## src/inc/fbmon_pkg.sv

```systemverilog
// Package with register map, field positions and reset values of the monitor.
package fbmon_pkg;

  // ****************************************************************
  // Sizes
  // ****************************************************************
  localparam int NODE_CNT   = 80;
  localparam int NODE_IDX_W = 7;
  localparam int FLAG_CNT   = 12;
  localparam int THR_W      = 16;
  localparam int ADR_W      = 8;

  // ****************************************************************
  // Register byte offsets
  // ****************************************************************
  localparam logic [7:0] CTRL_OFS   = 8'h00;
  localparam logic [7:0] THR_OFS    = 8'h04;
  localparam logic [7:0] FLAGS_OFS  = 8'h08;
  localparam logic [7:0] MASK_OFS   = 8'h0c;
  localparam logic [7:0] NODE0_OFS  = 8'h10;
  localparam logic [7:0] NODE1_OFS  = 8'h14;
  localparam logic [7:0] NODE2_OFS  = 8'h18;
  localparam logic [7:0] STAT_OFS   = 8'h1c;

  // ****************************************************************
  // Control and status bits
  // ****************************************************************
  localparam int CTRL_STOP_BIT  = 0;
  localparam int CTRL_RESET_BIT = 1;
  localparam int STAT_ALL_BIT   = 0;
  localparam int STAT_CNT_LSB   = 16;

  // ****************************************************************
  // Error flag positions
  // ****************************************************************
  localparam int F_NONFATAL = 0;
  localparam int F_FATAL    = 1;
  localparam int F_VERIFY   = 2;
  localparam int F_UNSUP    = 3;
  localparam int F_PD       = 4;
  localparam int F_RXTO     = 5;
  localparam int F_PARAM    = 6;
  localparam int F_SEND     = 7;
  localparam int F_LINK     = 8;
  localparam int F_DUP      = 9;
  localparam int F_INIT     = 10;
  localparam int F_AL       = 11;

  // ****************************************************************
  // Reset values
  // ****************************************************************
  localparam logic [THR_W-1:0]    THR_RST  = 16'h0003;
  localparam logic [FLAG_CNT-1:0] MASK_RST = 12'h000;
  localparam logic                STOP_RST = 1'h0;

endpackage : fbmon_pkg

```

## src/hdl/fieldbus_error_flag_monitor.sv

```systemverilog
// Error flag collector of the fieldbus master with a Wishbone register port.
//
// The register offsets and the Wishbone interface to the registers were chosen for this implementation.
`timescale 1ns/100ps

module fieldbus_error_flag_monitor #(
  parameter int MAX_SLAVES = 80
) (
  // Clock, reset, enable
  input  wire logic        MCLK_I,
  input  wire logic        SYS_RST_I,
  input  wire logic        CE_I,
  // Wishbone slave
  input  wire logic        WB_CYC_I,
  input  wire logic        WB_STB_I,
  input  wire logic        WB_WE_I,
  input  wire logic [7:0]  WB_ADR_I,
  input  wire logic [3:0]  WB_SEL_I,
  input  wire logic [31:0] WB_DAT_I,
  output logic      [31:0] WB_DAT_O,
  output logic             WB_ACK_O,
  // Fault events from the link engine, one-cycle pulses, and the slave count
  input  wire logic        PD_FAULT_I,
  input  wire logic        FAULT_ALL_I,
  input  wire logic [6:0]  FAULT_NODE_I,
  input  wire logic        CFG_MISMATCH_I,
  input  wire logic        TOPO_BAD_I,
  input  wire logic [6:0]  SLAVE_CNT_I,
  input  wire logic        PARAM_BAD_I,
  input  wire logic        SEND_FAIL_I,
  input  wire logic        LINK_FAIL_I,
  input  wire logic        DUP_ADDR_I,
  input  wire logic        INIT_FAIL_I,
  input  wire logic        AL_ERR_I,
  // Cycle tick and frame reception
  input  wire logic        CYCLE_I,
  input  wire logic        FRAME_RX_I,
  // Exchange control and interrupt
  output logic             STOP_ALL_O,
  output logic      [79:0] STOP_NODE_O,
  output logic             IRQ_O
);

  localparam int NC = fbmon_pkg::NODE_CNT;
  localparam int FC = fbmon_pkg::FLAG_CNT;
  localparam int TW = fbmon_pkg::THR_W;

  // ****************************************************************
  // Registers and state
  // ****************************************************************
  logic          stop_mode_q;
  logic [TW-1:0] thr_q;
  logic [FC-1:0] mask_q;
  logic [TW-1:0] miss_q;
  logic [TW-1:0] miss_d;
  logic          err_reset_q;
  logic [FC-1:0] flags_q;
  logic [NC-1:0] nodes_q;

  // ****************************************************************
  // Bus decode
  // ****************************************************************
  wire        bus_req  = WB_CYC_I & WB_STB_I & ~WB_ACK_O;
  wire        bus_wr   = bus_req & WB_WE_I & CE_I;
  wire [31:0] byte_msk = {{8{WB_SEL_I[3]}}, {8{WB_SEL_I[2]}},
                          {8{WB_SEL_I[1]}}, {8{WB_SEL_I[0]}}};
  wire [31:0] wr_bits  = WB_DAT_I & byte_msk;
  wire        hit_ctrl = WB_ADR_I == fbmon_pkg::CTRL_OFS;
  wire        hit_thr  = WB_ADR_I == fbmon_pkg::THR_OFS;
  wire        hit_flg  = WB_ADR_I == fbmon_pkg::FLAGS_OFS;
  wire        hit_mask = WB_ADR_I == fbmon_pkg::MASK_OFS;
  wire        hit_n0   = WB_ADR_I == fbmon_pkg::NODE0_OFS;
  wire        hit_n1   = WB_ADR_I == fbmon_pkg::NODE1_OFS;
  wire        hit_n2   = WB_ADR_I == fbmon_pkg::NODE2_OFS;
  wire        hit_stat = WB_ADR_I == fbmon_pkg::STAT_OFS;
  wire        wr_ctrl  = bus_wr & hit_ctrl;
  wire        wr_thr   = bus_wr & hit_thr;
  wire        wr_mask  = bus_wr & hit_mask;
  wire        wr_flg   = bus_wr & hit_flg;

  // Write-one pulse, not stored as a setting.
  wire        reset_cmd = wr_ctrl & wr_bits[fbmon_pkg::CTRL_RESET_BIT];

  // ****************************************************************
  // Reception timeout counter
  // ****************************************************************
  // Consecutive cycles without a frame; a received frame restarts it.
  always_comb begin
    miss_d = miss_q;
    if (CYCLE_I) begin
      if (FRAME_RX_I) begin
        miss_d = '0;
      end else if (miss_q != '1) begin
        miss_d = miss_q + TW'(1);
      end
    end
  end

  // The flag keeps being re-set while the count stays above threshold.
  wire to_over = miss_q > thr_q;

  // ****************************************************************
  // Fault classification
  // ****************************************************************
  wire pd_event  = PD_FAULT_I | to_over;
  // Timeout concerns every slave, so it always counts as all-slave.
  wire pd_all    = to_over | (PD_FAULT_I & FAULT_ALL_I);
  wire pd_fatal  = pd_event & (stop_mode_q | pd_all);
  wire pd_nonfat = pd_event & ~pd_fatal;
  wire too_many  = 32'(SLAVE_CNT_I) > 32'(MAX_SLAVES);
  wire node_ok   = PD_FAULT_I & (FAULT_NODE_I != 7'h00) &
                   (32'(FAULT_NODE_I) <= NC);

  wire [NC-1:0] node_set = node_ok ?
                           (NC'(1) << (FAULT_NODE_I - 7'h01)) :
                           '0;

  logic [FC-1:0] flag_set;
  always_comb begin
    flag_set                       = '0;
    flag_set[fbmon_pkg::F_FATAL]   = pd_fatal;
    flag_set[fbmon_pkg::F_NONFATAL] = pd_nonfat & ~flags_q[fbmon_pkg::F_FATAL];
    flag_set[fbmon_pkg::F_VERIFY]  = CFG_MISMATCH_I;
    flag_set[fbmon_pkg::F_UNSUP]   = TOPO_BAD_I | too_many;
    flag_set[fbmon_pkg::F_PD]      = pd_event;
    flag_set[fbmon_pkg::F_RXTO]    = to_over;
    flag_set[fbmon_pkg::F_PARAM]   = PARAM_BAD_I;
    flag_set[fbmon_pkg::F_SEND]    = SEND_FAIL_I;
    flag_set[fbmon_pkg::F_LINK]    = LINK_FAIL_I;
    flag_set[fbmon_pkg::F_DUP]     = DUP_ADDR_I;
    flag_set[fbmon_pkg::F_INIT]    = INIT_FAIL_I;
    flag_set[fbmon_pkg::F_AL]      = AL_ERR_I;
  end

  // Fatal wipes a standing non-fatal so the two never coexist.
  logic [FC-1:0] flag_clr;
  always_comb begin
    flag_clr = {FC{err_reset_q}};
    if (wr_flg) begin
      flag_clr = flag_clr | wr_bits[FC-1:0];
    end
    flag_clr[fbmon_pkg::F_NONFATAL] = flag_clr[fbmon_pkg::F_NONFATAL] |
                                      pd_fatal;
  end

  // ****************************************************************
  // Sticky flag and node tables
  // ****************************************************************
  sticky_bits #(.W(FC)) u_flags (
    .clk_i (MCLK_I),
    .rst_i (SYS_RST_I),
    .ce_i  (CE_I),
    .set_i (flag_set),
    .clr_i (flag_clr),
    .q_o   (flags_q)
  );

  // Node bits are cleared only by the error reset command.
  sticky_bits #(.W(NC)) u_nodes (
    .clk_i (MCLK_I),
    .rst_i (SYS_RST_I),
    .ce_i  (CE_I),
    .set_i (node_set),
    .clr_i ({NC{err_reset_q}}),
    .q_o   (nodes_q)
  );

  // ****************************************************************
  // Control registers and exchange stop
  // ****************************************************************
  always_ff @(posedge MCLK_I or posedge SYS_RST_I) begin
    if (SYS_RST_I) begin
      stop_mode_q <= fbmon_pkg::STOP_RST;
      thr_q       <= fbmon_pkg::THR_RST;
      mask_q      <= fbmon_pkg::MASK_RST;
      miss_q      <= '0;
      err_reset_q <= 1'b0;
    end else if (CE_I) begin
      if (wr_ctrl) begin
        stop_mode_q <= wr_bits[fbmon_pkg::CTRL_STOP_BIT];
      end
      if (wr_thr) begin
        thr_q <= wr_bits[TW-1:0];
      end
      if (wr_mask) begin
        mask_q <= wr_bits[FC-1:0];
      end
      miss_q      <= miss_d;
      err_reset_q <= reset_cmd;
    end
  end

  // A fatal fault halts every slave until the error reset.
  always_ff @(posedge MCLK_I or posedge SYS_RST_I) begin
    if (SYS_RST_I) begin
      STOP_ALL_O <= 1'b0;
    end else if (CE_I) begin
      if (pd_fatal) begin
        STOP_ALL_O <= 1'b1;
      end else if (err_reset_q) begin
        STOP_ALL_O <= 1'b0;
      end
    end
  end

  // Per-slave stop mirrors the table bits, one edge after them.
  always_ff @(posedge MCLK_I or posedge SYS_RST_I) begin
    if (SYS_RST_I) begin
      STOP_NODE_O <= '0;
      IRQ_O       <= 1'b0;
    end else if (CE_I) begin
      STOP_NODE_O <= nodes_q;
      IRQ_O       <= |(flags_q & mask_q);
    end
  end

  // ****************************************************************
  // Read path and acknowledge
  // ****************************************************************
  wire [31:0] rd_ctrl = 32'(stop_mode_q);
  wire [31:0] rd_stat = {miss_q, 15'h0000, STOP_ALL_O};
  wire [31:0] rd_n0   = {16'h0000, nodes_q[15:0]};
  wire [31:0] rd_n1   = nodes_q[47:16];
  wire [31:0] rd_n2   = nodes_q[79:48];
  wire [31:0] rd_mux  = hit_ctrl ? rd_ctrl :
                        hit_thr  ? 32'(thr_q) :
                        hit_flg  ? 32'(flags_q) :
                        hit_mask ? 32'(mask_q) :
                        hit_n0   ? rd_n0 :
                        hit_n1   ? rd_n1 :
                        hit_n2   ? rd_n2 :
                        hit_stat ? rd_stat : 32'h0000_0000;

  // Registered answer: ack one edge after the request, then drop.
  always_ff @(posedge MCLK_I or posedge SYS_RST_I) begin
    if (SYS_RST_I) begin
      WB_ACK_O <= 1'b0;
      WB_DAT_O <= '0;
    end else if (CE_I) begin
      WB_ACK_O <= bus_req;
      if (bus_req) begin
        WB_DAT_O <= rd_mux;
      end
    end
  end
endmodule : fieldbus_error_flag_monitor

```

## src/hdl/sticky_bits.sv

```systemverilog
// Vector of sticky flags where a set in the same cycle beats a clear.
`timescale 1ns/100ps

module sticky_bits #(
  parameter int W = 8
) (
  // Clock and reset
  input  wire logic         clk_i,
  input  wire logic         rst_i,
  input  wire logic         ce_i,
  // Set and clear vectors
  input  wire logic [W-1:0] set_i,
  input  wire logic [W-1:0] clr_i,
  // Held flags
  output logic      [W-1:0] q_o
);

  logic [W-1:0] q_d;

  // A new event is never lost to a clear arriving in the same cycle.
  assign q_d = (q_o & ~clr_i) | set_i;

  always_ff @(posedge clk_i or posedge rst_i) begin
    if (rst_i) begin
      q_o <= '0;
    end else if (ce_i) begin
      q_o <= q_d;
    end
  end

endmodule : sticky_bits

```

## config.mk

```make
export PLATFORM = sky130hd
export DESIGN_NAME = fieldbus_error_flag_monitor
export DESIGN_NICKNAME = d
export VERILOG_FILES = /design/src/inc/fbmon_pkg.sv /design/src/hdl/fieldbus_error_flag_monitor.sv /design/src/hdl/sticky_bits.sv
export SDC_FILE = /design/constraint.sdc
export NUM_CORES = 1
export LEC_CHECK = 0
export ABC_AREA = 1
export BUFFER_PORTS_ARGS = -buffer_cell sky130_fd_sc_hd__buf_2
export CORE_ASPECT_RATIO = 0.5
export CORE_MARGIN = 4
export CORE_UTILIZATION = 40
export CTS_BUF_LIST = sky130_fd_sc_hd__clkbuf_2 sky130_fd_sc_hd__clkbuf_4 sky130_fd_sc_hd__clkbuf_8
export CTS_CLUSTER_DIAMETER = 30
export DETAILED_ROUTE_END_ITERATION = 16
export HOLD_SLACK_MARGIN = 0.1
export PLACE_DENSITY = 0.66
export SETUP_SLACK_MARGIN = 0.1
export SLEW_MARGIN = 20
export SYNTH_ARGS = -nofsm -noshare
export SYNTH_HDL_FRONTEND = slang
export SYNTH_SLANG_ARGS = --single-unit
```

## constraint.sdc

```tcl
create_clock -name MCLK_I -period 10 [get_ports MCLK_I]
set_clock_uncertainty 0.05 [all_clocks]
set_input_delay 1 -clock MCLK_I [delete_from_list [all_inputs] [get_ports MCLK_I]]
set_output_delay 1 -clock MCLK_I [all_outputs]
set_load 0.05 [all_outputs]
```

==> results.cfg <==
[worst_setup_path]
path_delay_family = buffers and inverters
rr_worst_depth = 10
cp_num_cells = 6
endpoint_kind = register
crit_slowest_cell = nor3_4
startpoint_type = input pin
cp.arrival_ps = 3760
required_ps = 10420
worstSetupPathType = input pin to register
crit_fanout = 46
cpPeakStageDelay_ps = 650
critPathBufInv = 3
rr_endpoint = thr_q[15]
crit_chain = buf_2 > buf_4 > clkinv_2 > nor3_4 > nand2_4 > o21ai_0
timing.rr.start = WB_ACK_O
reg2reg_slack_ps = 7600

[synthesis]
ys_types = 42
ys_ff_latch = 253
synth_cells = 1372
synthTopCellsByCount = nand2_1, dfrtp_1, o21ai_0
synth_top_area_share_pct = 53.6
yosysSeqAreaShare_pct = 54.0
ys_async_sr_fraction_pct = 100
synth_edf_count = 0
yosysMostFrequentCell = nand2_1
syn_avg_cell_area_um2 = 8.55
synth_area_mm2 = 0.0117
yosys_most_used_dff = dfrtp_1
synth.area.top_cells = dfrtp_1, nand2_1, o21ai_0
syn_nets = 1465
yosysWarnings = 0
yosysTopAreaCell = dfrtp_1

[clocking]
cts_buffers = 41
clock_latency_ps = 560
cts_root_buf = clkbuf_8
cts_resized = 0
cts_tree = built
cts_setup_buffers = 0
cts_max_level = 2
cts_sinks = 253
clkTransAtPathRegs_ps = 60
max-clock-path-buffers = 3
ctsHoldBuffers = 0

[route]
via_count = 10100
drt_wl_total_um = 35700
postRouteAntennaNets = 0
drc = 0
avgViaCountPerCell = 5.21
drtIter0Drc = 1251
drt_pass1_iterations = 5
wl_per_cell_um = 18.4

[sta]
max_slew.worst_pin.slew_ps = 984
rsz0062_at_grt = false
finalSetupViolations = 0
setup_tns_ps = 0
timing.hold.ws_ps = 417
hold_viol_final = 0
relSlewSlack_pct = 34.4
post-route-period-util_pct = 33.4
slew_viol_final = 0
max_freq_ghz = 0.299
layout_min_cycle_time_ps = 3340

[min_path]
min_path_type = register to register
hold_end = STOP_NODE_O[29]
whs_path_depth = 2
worstHoldStart = STOP_NODE_O[29]

[run_status]
status = complete, no violations

[floorplan]
chipWidth_um = 250
ios = 191
start_util_pct = 41.4
dieHeight_um = 129
die_area_mm2 = 0.0323
core_region_area_mm2 = 0.0283
num_rows = 43

[place]
port_buffers = 172
dp_hpwl_um = 25900
gp_congestion = 0.935
dp_cells = 1866

[final_layout]
nets = 1620
final_cells = 1938
layout-drive-gt1-share_pct = 19.7
final_core_util_pct = 48.7
area.growth.synth_to_final_pct = 17.4

[power_and_ir_drop]
p_leak_uw = 0.00684
p_per_area_mw_per_mm2 = 174
ir_drop_v = 0.0000776

[grt]
overflow = 0
grt_pass1_vias = 9659
grt_first_pass_wirelength_um = 55200
grt_util_all_layers_pct = 21.8
antenna_found_initial = 2
grt_max_degree = 116

[flow_run]
drv_cap = 0
==> cell usage in the layout (no fill, tap or decap), types with 28 or more instances in the layout <==
cell	Yosys	layout
nand2_1	437	437
dfrtp_1	251	251
buf_2	7	172
o21ai_0	146	146
inv_1	116	115
nand3_1	75	75
a21oi_1	49	49
clkbuf_8	0	49
nor2_1	40	39
o22ai_1	28	28
==> per-stage QoR <==
step	instance area (um^2)	total power, uW	setup WS (ps)
global placement	12800	1380	6150
global route	13800	2480	6400
floorplan	11700	1300	2000
CTS	13800	2410	6700
detailed placement	12800	1380	6110
finish	13800	2390	6660
==> sequential cells by signal, indices dropped and copies added, names as in the netlist <==
register / cells
STOP_NODE_O: 80
u_nodes.q_o: 80
WB_DAT_O: 32
miss_q: 16
thr_q: 16
mask_q: 12
u_flags.q_o: 12
IRQ_O: 1
STOP_ALL_O: 1
WB_ACK_O: 1
err_reset_q: 1
stop_mode_q: 1
==> where the power goes <==
part | total, uW | switching, uW | internal, uW
combinational | 263 | 203 | 59.7
sequential | 1100 | 31.7 | 1060
clock | 1030 | 429 | 606
total | 2390 | 664 | 1730
==> area by class of cell <==
| type | count | area (um^2) |
|---|---|---|
| diodes | 1 | 2.50 |
| clock buffers | 57 | 734 |
| clock inverters | 14 | 205 |
| fillers | 2801 | 14500 |
| inverters | 123 | 478 |
| multi-input cells | 927 | 4610 |
| flip-flops and latches | 253 | 6330 |
| well taps | 382 | 478 |
| repair buffers | 181 | 928 |
==> kinds of logic (layout without fill, tap and decap cells) <==
kind of cell,count (synthesis),count (layout),synth area share [%]
flip-flops,253,253,54.0
adder cells (fa/ha/maj),17,17,1.81
AND/OR/NAND/NOR,607,607,21.6
AO/OA/AOI/OAI,294,294,15.2
other,0,1,0
buffers and inverters,192,375,6.73
XOR/XNOR,9,9,0.672
==> per-layer routing <==
layer	global-route usage, %	part of all wire (%)
met1	30.3	44
met2	34.0	45
met3	6.54	8.3
met4	5.70	1.9
met5	0	0.036
==> worst max path at each step <==
stage	from	to	slack [ps]
floorplan	SYS_RST_I	IRQ_O	2000
global placement	CE_I	u_nodes.q_o[31]	6150
detailed placement	CE_I	u_nodes.q_o[58]	6110
CTS	CE_I	u_nodes.q_o[58]	6700
global route	CE_I	u_nodes.q_o[58]	6400
finish	CE_I	u_nodes.q_o[58]	6660
==> worst register-to-register path, stage by stage (launching register included) <==
cell	delay, ps
dfrtp_1	340
inv_1	60
nand4_2	50
buf_4	450
inv_1	140
nand2_1	80
inv_1	80
nand2_1	550
inv_1	270
nand3_1	130
o21ai_0	100
Power figures use the tool's default switching activity.
